==> config.mk <==
export PLATFORM = sky130hd
export DESIGN_NAME = tws_slave
export DESIGN_NICKNAME = d
export VERILOG_FILES = /design/src/tws_pkg.sv /design/src/tws_fifo.sv /design/src/tws_regmem.sv /design/src/tws_slave.sv
export SDC_FILE = /design/constraint.sdc
export NUM_CORES = 2
export LEC_CHECK = 0
export BUFFER_PORTS_ARGS = -buffer_cell sky130_fd_sc_hd__buf_4
export CELL_PAD_IN_SITES_DETAIL_PLACEMENT = 0
export CELL_PAD_IN_SITES_GLOBAL_PLACEMENT = 1
export CORE_MARGIN = 2
export CORE_UTILIZATION = 45
export DETAILED_ROUTE_END_ITERATION = 8
export PLACE_DENSITY_LB_ADDON = 0.05
export SLEW_MARGIN = 25
export SYNTH_ARGS = -nofsm -noshare
export SYNTH_HDL_FRONTEND = slang
export SYNTH_HIERARCHICAL = 1
export SYNTH_SLANG_ARGS = --single-unit
==> constraint.sdc <==
create_clock -name CLK -period 69.8 [get_ports CLK]
set_input_delay 3.49 -clock CLK [delete_from_list [all_inputs] [get_ports CLK]]
set_output_delay 3.49 -clock CLK [all_outputs]
set_load 0.01 [all_outputs]
==> src/tws_pkg.sv <==
// Shared constants and types for the two-wire register port slave.
// Assumes a single 100 MHz system clock; the bus pins are asynchronous to it.
package tws_pkg;

  // Fixed upper six bits of the slave address; the lowest bit comes from a pin.
  localparam logic [5:0] OWN_ADDR_HI  = 6'h26;
  localparam int         BYTE_BITS    = 8;
  localparam logic [3:0] BITS_IN_BYTE = 4'h8;
  localparam int         REG_AW       = 8;
  localparam int         FIFO_DEPTH   = 8;
  localparam logic       DIR_READ     = 1'h1;

  typedef enum logic [3:0] {
    ST_IDLE      = 4'b0000,
    ST_ADDR      = 4'b0001,
    ST_ADDR_ACK  = 4'b0010,
    ST_PTR       = 4'b0011,
    ST_PTR_ACK   = 4'b0100,
    ST_WDATA     = 4'b0101,
    ST_WDATA_ACK = 4'b0110,
    ST_RDATA     = 4'b0111,
    ST_RACK      = 4'b1000
  } tws_state_t;

endpackage

==> src/tws_fifo.sv <==
// Small synchronous FIFO carrying written register bytes to the user side.
// Assumes one clock; DEPTH is a power of two.
`timescale 1ns/10ps
`default_nettype none
module tws_fifo #(
  parameter int WIDTH = 16,
  parameter int DEPTH = 8
) (
  input  wire logic             clk,
  input  wire logic             rst,
  input  wire logic             in_valid,
  output logic                  in_ready,
  input  wire logic [WIDTH-1:0] in_data,
  output logic                  out_valid,
  input  wire logic             out_ready,
  output logic      [WIDTH-1:0] out_data
);
  localparam int AW = $clog2(DEPTH);

  logic [WIDTH-1:0] store [DEPTH];
  logic [AW:0]      wr_ptr;
  logic [AW:0]      rd_ptr;
  logic             full;
  logic             empty;

  assign full      = (wr_ptr[AW] != rd_ptr[AW]) && (wr_ptr[AW-1:0] == rd_ptr[AW-1:0]);
  assign empty     = (wr_ptr == rd_ptr);
  assign in_ready  = !full;
  assign out_valid = !empty;
  assign out_data  = store[rd_ptr[AW-1:0]];

  always_ff @(posedge clk or posedge rst) begin
    if (rst) begin
      for (int i = 0; i < DEPTH; i++) begin
        store[i] <= '0;
      end
    end else if (in_valid && !full) begin
      store[wr_ptr[AW-1:0]] <= in_data;
    end
  end

  always_ff @(posedge clk or posedge rst) begin
    if (rst) begin
      wr_ptr <= '0;
      rd_ptr <= '0;
    end else begin
      if (in_valid && !full) begin
        wr_ptr <= wr_ptr + 1'b1;
      end
      if (out_ready && !empty) begin
        rd_ptr <= rd_ptr + 1'b1;
      end
    end
  end

endmodule
`default_nettype wire

==> src/tws_regmem.sv <==
// Register image seen by bus reads: one write port, registered read port.
// Assumes one clock; every entry clears to zero at reset.
`timescale 1ns/10ps
`default_nettype none
module tws_regmem #(
  parameter int AW = 8,
  parameter int DW = 8
) (
  input  wire logic          clk,
  input  wire logic          rst,
  input  wire logic          wr_en,
  input  wire logic [AW-1:0] wr_addr,
  input  wire logic [DW-1:0] wr_data,
  input  wire logic [AW-1:0] rd_addr,
  output logic      [DW-1:0] rd_data
);
  logic [DW-1:0] cells [2**AW];

  always_ff @(posedge clk or posedge rst) begin
    if (rst) begin
      for (int i = 0; i < 2**AW; i++) begin
        cells[i] <= '0;
      end
    end else if (wr_en) begin
      cells[wr_addr] <= wr_data;
    end
  end

  always_ff @(posedge clk or posedge rst) begin
    if (rst) begin
      rd_data <= '0;
    end else begin
      rd_data <= cells[rd_addr];
    end
  end

endmodule
`default_nettype wire

==> src/tws_slave.sv <==
// Two-wire serial register port, slave side, with write stream and register image.
// Assumes SCL and SDA are open-drain pins with external pull-ups, sampled by CLK.
`timescale 1ns/10ps
`default_nettype none
module tws_slave #(
  parameter int FIFO_DEPTH = tws_pkg::FIFO_DEPTH
) (
  input  wire logic       CLK,
  input  wire logic       SYS_RST,
  input  wire logic       SCL_IN,
  input  wire logic       SDA_IN,
  output logic            SDA_OUT,
  output logic            SDA_OE,
  input  wire logic       ADDRESS_SELECT_PIN,
  output logic            WR_VALID,
  input  wire logic       WR_READY,
  output logic      [7:0] WR_ADDR,
  output logic      [7:0] WR_DATA,
  output logic            BUSY
);
  logic [2:0]          scl_sync;
  logic [2:0]          sda_sync;
  logic [2:0]          asel_sync;
  logic                scl_f;
  logic                sda_f;
  logic                asel_f;
  logic                scl_rise;
  logic                scl_fall;
  logic                is_start;
  logic                is_stop;
  tws_pkg::tws_state_t state;
  logic [3:0]          cnt;
  logic [7:0]          shift;
  logic [7:0]          tx;
  logic [7:0]          ptr;
  logic                rw;
  logic                master_ack;
  logic                oe;
  logic                byte_end;
  logic                addr_match;
  logic                push;
  logic                fifo_ready;
  logic [7:0]          rd_data;
  logic [15:0]         fifo_out;
  logic                bus_cond;
  logic                take_bit;
  logic                addr_hit;
  logic                load_tx;

  // Two synchroniser stages that agree mark a level that has settled.
  function automatic logic settled(input logic [2:0] s);
    return s[1] == s[2];
  endfunction

  function automatic logic receiving(input tws_pkg::tws_state_t s);
    return (s == tws_pkg::ST_ADDR) || (s == tws_pkg::ST_PTR) || (s == tws_pkg::ST_WDATA);
  endfunction

  // Open-drain: the output level is always low, only the enable moves.
  assign SDA_OUT = 1'b0;
  assign SDA_OE  = oe;
  assign BUSY    = (state != tws_pkg::ST_IDLE);

  // Three-stage sampling; a change counts only when stages two and three agree.
  always_ff @(posedge CLK or posedge SYS_RST) begin
    if (SYS_RST) begin
      scl_sync <= 3'h7;
    end else begin
      scl_sync <= {scl_sync[1:0], SCL_IN};
    end
  end

  always_ff @(posedge CLK or posedge SYS_RST) begin
    if (SYS_RST) begin
      sda_sync <= 3'h7;
    end else begin
      sda_sync <= {sda_sync[1:0], SDA_IN};
    end
  end

  always_ff @(posedge CLK or posedge SYS_RST) begin
    if (SYS_RST) begin
      asel_sync <= 3'h0;
    end else begin
      asel_sync <= {asel_sync[1:0], ADDRESS_SELECT_PIN};
    end
  end

  // Filtered bus levels start high like the pulled-up lines, so no false edge follows reset.
  always_ff @(posedge CLK or posedge SYS_RST) begin
    if (SYS_RST) begin
      scl_f <= 1'b1;
    end else if (settled(scl_sync)) begin
      scl_f <= scl_sync[2];
    end
  end

  always_ff @(posedge CLK or posedge SYS_RST) begin
    if (SYS_RST) begin
      sda_f <= 1'b1;
    end else if (settled(sda_sync)) begin
      sda_f <= sda_sync[2];
    end
  end

  always_ff @(posedge CLK or posedge SYS_RST) begin
    if (SYS_RST) begin
      asel_f <= 1'b0;
    end else if (settled(asel_sync)) begin
      asel_f <= asel_sync[2];
    end
  end

  assign scl_rise = !scl_f && settled(scl_sync) && scl_sync[2];
  assign scl_fall = scl_f && settled(scl_sync) && !scl_sync[2];

  // An SDA edge while SCL stays high is a bus condition, not data.
  assign is_start = scl_f && !scl_fall && sda_f && settled(sda_sync) && !sda_sync[2];
  assign is_stop  = scl_f && !scl_fall && !sda_f && settled(sda_sync) && sda_sync[2];
  assign bus_cond = is_start || is_stop;

  assign byte_end   = scl_fall && (cnt == tws_pkg::BITS_IN_BYTE);
  assign addr_match = (shift[7:1] == {tws_pkg::OWN_ADDR_HI, asel_f});
  assign take_bit   = !bus_cond && receiving(state) && scl_rise && (cnt < tws_pkg::BITS_IN_BYTE);
  assign addr_hit   = !bus_cond && (state == tws_pkg::ST_ADDR) && byte_end && addr_match;

  // A full stream buffer withholds the acknowledge instead of losing a byte.
  assign push = (state == tws_pkg::ST_WDATA) && byte_end && fifo_ready && !bus_cond;

  // A read byte is fetched only when the slot just closed leads into more read data.
  assign load_tx = !bus_cond && scl_fall && (((state == tws_pkg::ST_ADDR_ACK) && (rw == tws_pkg::DIR_READ)) ||
                                             ((state == tws_pkg::ST_RACK) && master_ack));

  always_ff @(posedge CLK or posedge SYS_RST) begin
    if (SYS_RST) begin
      state <= tws_pkg::ST_IDLE;
    end else if (is_start) begin
      state <= tws_pkg::ST_ADDR;
    end else if (is_stop) begin
      state <= tws_pkg::ST_IDLE;
    end else begin
      case (state)
        tws_pkg::ST_IDLE: begin
          state <= tws_pkg::ST_IDLE;
        end
        tws_pkg::ST_ADDR: begin
          if (byte_end) begin
            state <= addr_match ? tws_pkg::ST_ADDR_ACK : tws_pkg::ST_IDLE;
          end
        end
        tws_pkg::ST_PTR: begin
          if (byte_end) begin
            state <= tws_pkg::ST_PTR_ACK;
          end
        end
        tws_pkg::ST_WDATA: begin
          if (byte_end) begin
            state <= push ? tws_pkg::ST_WDATA_ACK : tws_pkg::ST_IDLE;
          end
        end
        tws_pkg::ST_ADDR_ACK: begin
          // Entered on the eighth falling edge, so the next fall closes the ninth pulse.
          if (scl_fall) begin
            state <= (rw == tws_pkg::DIR_READ) ? tws_pkg::ST_RDATA : tws_pkg::ST_PTR;
          end
        end
        tws_pkg::ST_PTR_ACK, tws_pkg::ST_WDATA_ACK: begin
          if (scl_fall) begin
            state <= tws_pkg::ST_WDATA;
          end
        end
        tws_pkg::ST_RDATA: begin
          if (byte_end) begin
            state <= tws_pkg::ST_RACK;
          end
        end
        tws_pkg::ST_RACK: begin
          if (scl_fall) begin
            state <= master_ack ? tws_pkg::ST_RDATA : tws_pkg::ST_IDLE;
          end
        end
        default: begin
          state <= tws_pkg::ST_IDLE;
        end
      endcase
    end
  end

  always_ff @(posedge CLK or posedge SYS_RST) begin
    if (SYS_RST) begin
      cnt <= 4'h0;
    end else if (bus_cond || byte_end) begin
      cnt <= 4'h0;
    end else if (take_bit || ((state == tws_pkg::ST_RDATA) && scl_rise)) begin
      cnt <= cnt + 4'h1;
    end
  end

  always_ff @(posedge CLK or posedge SYS_RST) begin
    if (SYS_RST) begin
      shift <= 8'h00;
    end else if (take_bit) begin
      shift <= {shift[6:0], sda_f};
    end
  end

  always_ff @(posedge CLK or posedge SYS_RST) begin
    if (SYS_RST) begin
      rw <= 1'b0;
    end else if (addr_hit) begin
      rw <= shift[0];
    end
  end

  always_ff @(posedge CLK or posedge SYS_RST) begin
    if (SYS_RST) begin
      ptr <= 8'h00;
    end else if (!bus_cond && (state == tws_pkg::ST_PTR) && byte_end) begin
      ptr <= shift;
    end else if (push) begin
      ptr <= ptr + 8'h01;
    end else if (!bus_cond && (state == tws_pkg::ST_RDATA) && byte_end) begin
      ptr <= ptr + 8'h01;
    end
  end

  always_ff @(posedge CLK or posedge SYS_RST) begin
    if (SYS_RST) begin
      tx <= 8'h00;
    end else if (load_tx) begin
      tx <= rd_data;
    end else if (!bus_cond && (state == tws_pkg::ST_RDATA) && scl_fall && !byte_end) begin
      tx <= {tx[6:0], 1'b0};
    end
  end

  always_ff @(posedge CLK or posedge SYS_RST) begin
    if (SYS_RST) begin
      master_ack <= 1'b0;
    end else if (!bus_cond && (state == tws_pkg::ST_RACK) && scl_rise) begin
      master_ack <= !sda_f;
    end
  end

  always_ff @(posedge CLK or posedge SYS_RST) begin
    if (SYS_RST) begin
      oe <= 1'b0;
    end else if (bus_cond) begin
      oe <= 1'b0;
    end else begin
      case (state)
        tws_pkg::ST_IDLE: begin
          oe <= 1'b0;
        end
        tws_pkg::ST_ADDR: begin
          if (addr_hit) begin
            oe <= 1'b1;
          end
        end
        tws_pkg::ST_PTR: begin
          if (byte_end) begin
            oe <= 1'b1;
          end
        end
        tws_pkg::ST_WDATA: begin
          if (push) begin
            oe <= 1'b1;
          end
        end
        tws_pkg::ST_ADDR_ACK, tws_pkg::ST_RACK: begin
          if (scl_fall) begin
            oe <= load_tx && !rd_data[7];
          end
        end
        tws_pkg::ST_PTR_ACK, tws_pkg::ST_WDATA_ACK: begin
          if (scl_fall) begin
            oe <= 1'b0;
          end
        end
        tws_pkg::ST_RDATA: begin
          if (byte_end) begin
            oe <= 1'b0;
          end else if (scl_fall) begin
            oe <= !tx[6];
          end
        end
        default: begin
          oe <= 1'b0;
        end
      endcase
    end
  end

  // The image follows every accepted write so reads return what was written.
  tws_regmem #(
    .AW (tws_pkg::REG_AW),
    .DW (tws_pkg::BYTE_BITS)
  ) u_regmem (
    .clk     (CLK),
    .rst     (SYS_RST),
    .wr_en   (push),
    .wr_addr (ptr),
    .wr_data (shift),
    .rd_addr (ptr),
    .rd_data (rd_data)
  );

  tws_fifo #(
    .WIDTH (16),
    .DEPTH (FIFO_DEPTH)
  ) u_fifo (
    .clk       (CLK),
    .rst       (SYS_RST),
    .in_valid  (push),
    .in_ready  (fifo_ready),
    .in_data   ({ptr, shift}),
    .out_valid (WR_VALID),
    .out_ready (WR_READY),
    .out_data  (fifo_out)
  );

  assign WR_ADDR = fifo_out[15:8];
  assign WR_DATA = fifo_out[7:0];

endmodule
`default_nettype wire
### After elaboration in Yosys (flattened, before gate mapping)

Cells that the tools add are included.

| word-level totals | value |
|---|---|
| flip-flop bits (word level) | 2238 |
| latch bits | 0 |
| RAM bits | 0 |
| memory bits (read-only) | 0 |
| bits of input ports | 6 |
| logic and storage cells | 430 |
| memories | 0 |

| operators by class | value |
|---|---|
| add/sub/neg operators | 4 |
| $mul | 0 |
| divide/modulo/power cells | 0 |
| $lt $le $gt $ge | 6 |
| equal/unequal tests | 29 |
| shift-type cells | 0 |
| mux-type cells | 42 |
| bitwise logic cells | 3 |
| reduce and logical (&&, ||, !) cells | 65 |

Operator list:

| kind | count |
|---|---|
| bitwise mux 2048 bit | 1 |
| bitwise mux 128 bit | 1 |
| binary-select mux 8 bit (select 8 bit) | 1 |
| demux 8 bit (select 8 bit) | 1 |
| binary-select mux 16 bit (select 3 bit) | 1 |
| demux 16 bit (select 3 bit) | 1 |
| 2-to-1 mux 16 bit | 3 |
| 2-to-1 mux 8 bit | 6 |
| 2-to-1 mux 4 bit | 11 |
| logical AND 1 bit | 40 |
| inequality test 4 bit (second input constant) | 8 |
| case mux 4 bit (7 select lines) | 1 |
| equality test 4 x 3 -> 1 bit (second input constant) | 4 |
| inequality test 3 bit (second input constant) | 5 |
| 2-to-1 mux 7 bit | 2 |
| adder 4 x 1 -> 4 bit (second input constant) | 3 |
| zero test 1 bit | 11 |
| greater-or-equal comparator 9 bit (second input constant) | 1 |
| less-than comparator 9 x 1 -> 1 bit (second input constant) | 1 |
| 2-to-1 mux 3 bit | 3 |
| NOT 8 -> 9 bit | 1 |
| adder 8 x 1 -> 8 bit (second input constant) | 1 |
| equality test 4 x 2 -> 1 bit (second input constant) | 2 |
| equality test 4 bit (second input constant) | 2 |
| other kinds (20) | 38 |

### Longest topological paths before layout

| depth | value |
|---|---|
| word-level depth | 16 |
| mapped depth | 13 |
| gate-level depth less buffers | 9 |

### Modules after synthesis

Netlist, hierarchy kept.

By module, submodules not included:

| module | times used | cells each | area an instance (um^2) | sequential area each (um^2) |
|---|---|---|---|---|
| tws_regmem | 1 | 6081 | 93662.3 | 51449.3 |
| tws_fifo | 1 | 374 | 6354.8 | 3403.3 |
| tws_slave | 1 | 222 | 2374.8 | 1161.1 |

### Worst setup path after synthesis

OpenSTA, ideal clock, no wires.

| timing | value |
|---|---|
| path type | reg2out |
| start point | register u_fifo.rd_ptr[1] |
| end point | output WR_ADDR[3] |
| arrival time | 1.703 ns |
| required time | 66.310 ns |
| setup slack | 64.607 ns |
| stages on the path, launching flop included | 6 |
| path buffers | 3 |
| path through | dfrtp_1 buf_6 buf_2 clkbuf_1 mux4_2 mux2_2 |

| on the way | value |
|---|---|
| word-level cells in the longest chain between the ends | 4 |

RTL lines:

| what | line | source |
|---|---|---|
| start: declaration | tws_fifo.sv:22 | `logic [AW:0] rd_ptr;` |
| start signal: assignment | tws_fifo.sv:51 | `rd_ptr <= rd_ptr + 1'b1;` |
| NOT 3 -> 4 bit (implied by the code) | tws_fifo.sv:30 | `assign out_data = store[rd_ptr[AW-1:0]];` |
| binary-select mux 16 bit (select 3 bit) | tws_fifo.sv:30 |  |
| 2-to-1 mux 16 bit (implied by the code) (2 in series) | tws_fifo.sv:30 |  |
| end: declaration | tws_slave.sv:17 | `output logic [7:0] WR_ADDR,` |

No other way between the ends. The select of a mux whose other input is x is not followed.

==> run summary <==
Status - completed
Max Fclk - 130 MHz
Root Driver - clkbuf_16
Synth Flop Type - dfrtp_1
I/O pin count - 26
Crit-path cells - buf_4, inv_8, buf_4, buf_4, buf_4, buf_4, buf_16, buf_4, buf_4
R2R cell count - 9
Total grt overflow - 0
CTS buffer count - 241
Hold_buf cts - 0
RSZ-0062 raised after global routing - no
Synthesis Warnings - 6
Critical path arrival - 8590 ps
Number of global-route vias before repair - 61600
RR Endpoint - u_regmem/rd_data[7]
Nets - 6597
Initial core utilization - 0.451
Final cell count without fillers - 9804
Most common cell after layout, fill and taps aside - dfrtp_1
R2R setup slack - 64370 ps
Fill count - 19500
Distinct cells, synth - 85
FFs w/ async S/R, synth - 1.00
# DRC - 0
Post-Syn Area - 102000 um2
All-Layer GR Usage - 0.252
Initial antenna violation count - 11
Cell area after layout - 113000 um2
Setup TNS Final - 0 ps
CTS sink count - 2238
Final setup violation count - 0
PortBufs - 24
Global-route wire length before repair - 433000 um
CP dominant cell by count - buf_4
Rel. slew slack - 0.269
Critical R2R Launch - ptr[0]
Hold WS - 358 ps
Total core area - 227000 um2
Top delay family on crit path - buffers and inverters
Die ar. - 231000 um2
Layout cell share with drive strength beyond 1 - 0.490
DP HPWL - 179000 um
Clock slew at reported path FFs - 60 ps
Drt pass-1 iters - 6
Largest net degree at the start of global routing - 131
CTS tree - done
Period minus WS final - 7670 ps
Max stage delay on crit path - 840 ps
Most frequent cells in the layout - 2212 x dfrtp_1, 2134 x mux2_2, 454 x mux4_2
Wire per inst - 29.4 um
Post-synth EDFFs - 0
Clock insertion delay at the later pin of the skew report - 880 ps
Mapped Nets - 6688
Buf/Inv on CP - 9
Routability cong. - 0.818
CP Class - input pin to asynchronous set/reset pin
Worst slew pin tran - 1090 ps
Die H - 481 um
FF+latch count, synth - 2238
Hold WC Path Type - register to register
Htree depth - 4
Placed Cells - 9342
Die Wd - 481 um
Critical Path RT - 70730 ps
Critical Path End Type - asynchronous set/reset pin
Vias - 58700
Cells after Synth - 6677
Final wirelength - 288000 um
Maximum fanout along the worst path - 70
Crit share post-route - 0.110
Leak Pwr - 52.6 nW
Min-delay src - asel_sync[0]
Antenna Violating Nets Remaining - 0
Syn Area/Cell - 15.3 um2
Post-CTS Setup Repair Bufs - 0
DR vias/cell - 5.98
Critical path's slowest cell - buf_4
Post_cts resized - 0
CP Launch Type - input pin
WHS Endpoint - asel_sync[1]
MaxCap Viol Count - 0
Hold path cells - 0
Placed Area - 105000 um2
Post-Route Utilization - 0.499
Syn-to-layout area delta - 10.7%
Clk_skew - 37.0 ps
Pins over their slew limit - 0
Initial DRC Count - 3962
Rows - 175
Pwr Density - 24.3 nW/um2
Final Hold Viols - 0
Peak supply drop - 0.0200 mV
Max Buffers Root-to-Sink - 3
Sequential-to-total area share from yosys stat - 0.547
## cells in the mapped netlist (51+ instances only)
cell / number / area, um2
mux2_2: 2134 / 24000
a21oi_1: 102 / 510
nor2_1: 158 / 593
dfrtp_1: 2230 / 55800
nand2_1: 177 / 664
mux4_2: 454 / 10200
a22oi_1: 137 / 1030
clkbuf_1: 318 / 1190
buf_2: 87 / 435
mux2i_1: 133 / 1330
nor2_2: 61 / 382
nor3_1: 51 / 255
## cell families after synthesis
group,Yosys count,synth area share
other,1,0.0000366
flip-flops,2238,0.547
adder cells (fa/ha/maj),7,0.000807
multiplexers,2817,0.362
AO/OA/AOI/OAI,476,0.0328
XOR/XNOR,16,0.00137
buffers and inverters,515,0.0263
AND/OR/NAND/NOR,607,0.0297
## per-stage QoR
step | power, mW | setup slack (ps)
4_1_cts | 2.79 | 60810
3_3_place_gp | 1.49 | 60020
6_report | 2.76 | 62130
2_1_floorplan | 1.43 | 8230
5_1_grt | 2.87 | 61410
3_5_place_dp | 1.49 | 59830
## cell type report
cell class / instances / area [um2] / area share
Clock buffer: 381 / 7330 / 0.0647
Tap cell: 3009 / 3760 / 0.0332
Timing Repair Buffer: 167 / 1470 / 0.0130
Antenna cell: 8 / 20.0 / 0.000177
Clock inverter: 63 / 736 / 0.00649
Inverter: 14 / 65.1 / 0.000574
Multi-Input combinational cell: 3924 / 43800 / 0.387
Sequential cell: 2238 / 56100 / 0.495
## report_power, final
part           internal, mW  total, mW  switching (mW)
Combinational        0.0264      0.138           0.111
Clock                 0.762       1.29           0.532
Sequential             1.30       1.33          0.0242
## metal layers
metal / track usage / share of wire
met1: 0.377 / 0.47
met4: 0.0615 / 0.023
met2: 0.385 / 0.46
met3: 0.0384 / 0.046
met5: 0 / 0.000049
## worst max path at each step
stage                     startpoint                   end  slack [ps]  cells after the start
final                        SYS_RST  u_regmem/cells[1742]       62130                      9
after global routing         SYS_RST  u_regmem/cells[1742]       61410                      9
after CTS                    SYS_RST   u_regmem/cells[783]       60810                      8
after detailed placement     SYS_RST   u_regmem/cells[756]       59830                      8
after global placement       SYS_RST   u_regmem/cells[739]       60020                      8
after floorplan              SYS_RST     u_regmem/cells[0]        8230                      1
## registers in the layout, summed over array words and instances, names as in the netlist, 3 cells and up
register and cells:
asel_sync 3, cnt 4, ptr 8, scl_sync 3, sda_sync 3, shift 8, state 4, tx 7
u_fifo/rd_ptr 4, u_fifo/store 128, u_fifo/wr_ptr 4, u_regmem/cells 2048, u_regmem/rd_data 8
## worst register-to-register path, delay by kind of cell (launching register included)
kind / cells / cell delay (ps)
buffers and inverters: 3 / 2220
AOI/OAI and AO/OA: 4 / 1370
DFF: 1 / 880
muxes: 1 / 690
and+or+nand+nor: 1 / 130
No activity file was read; power rests on OpenSTA's default activity.
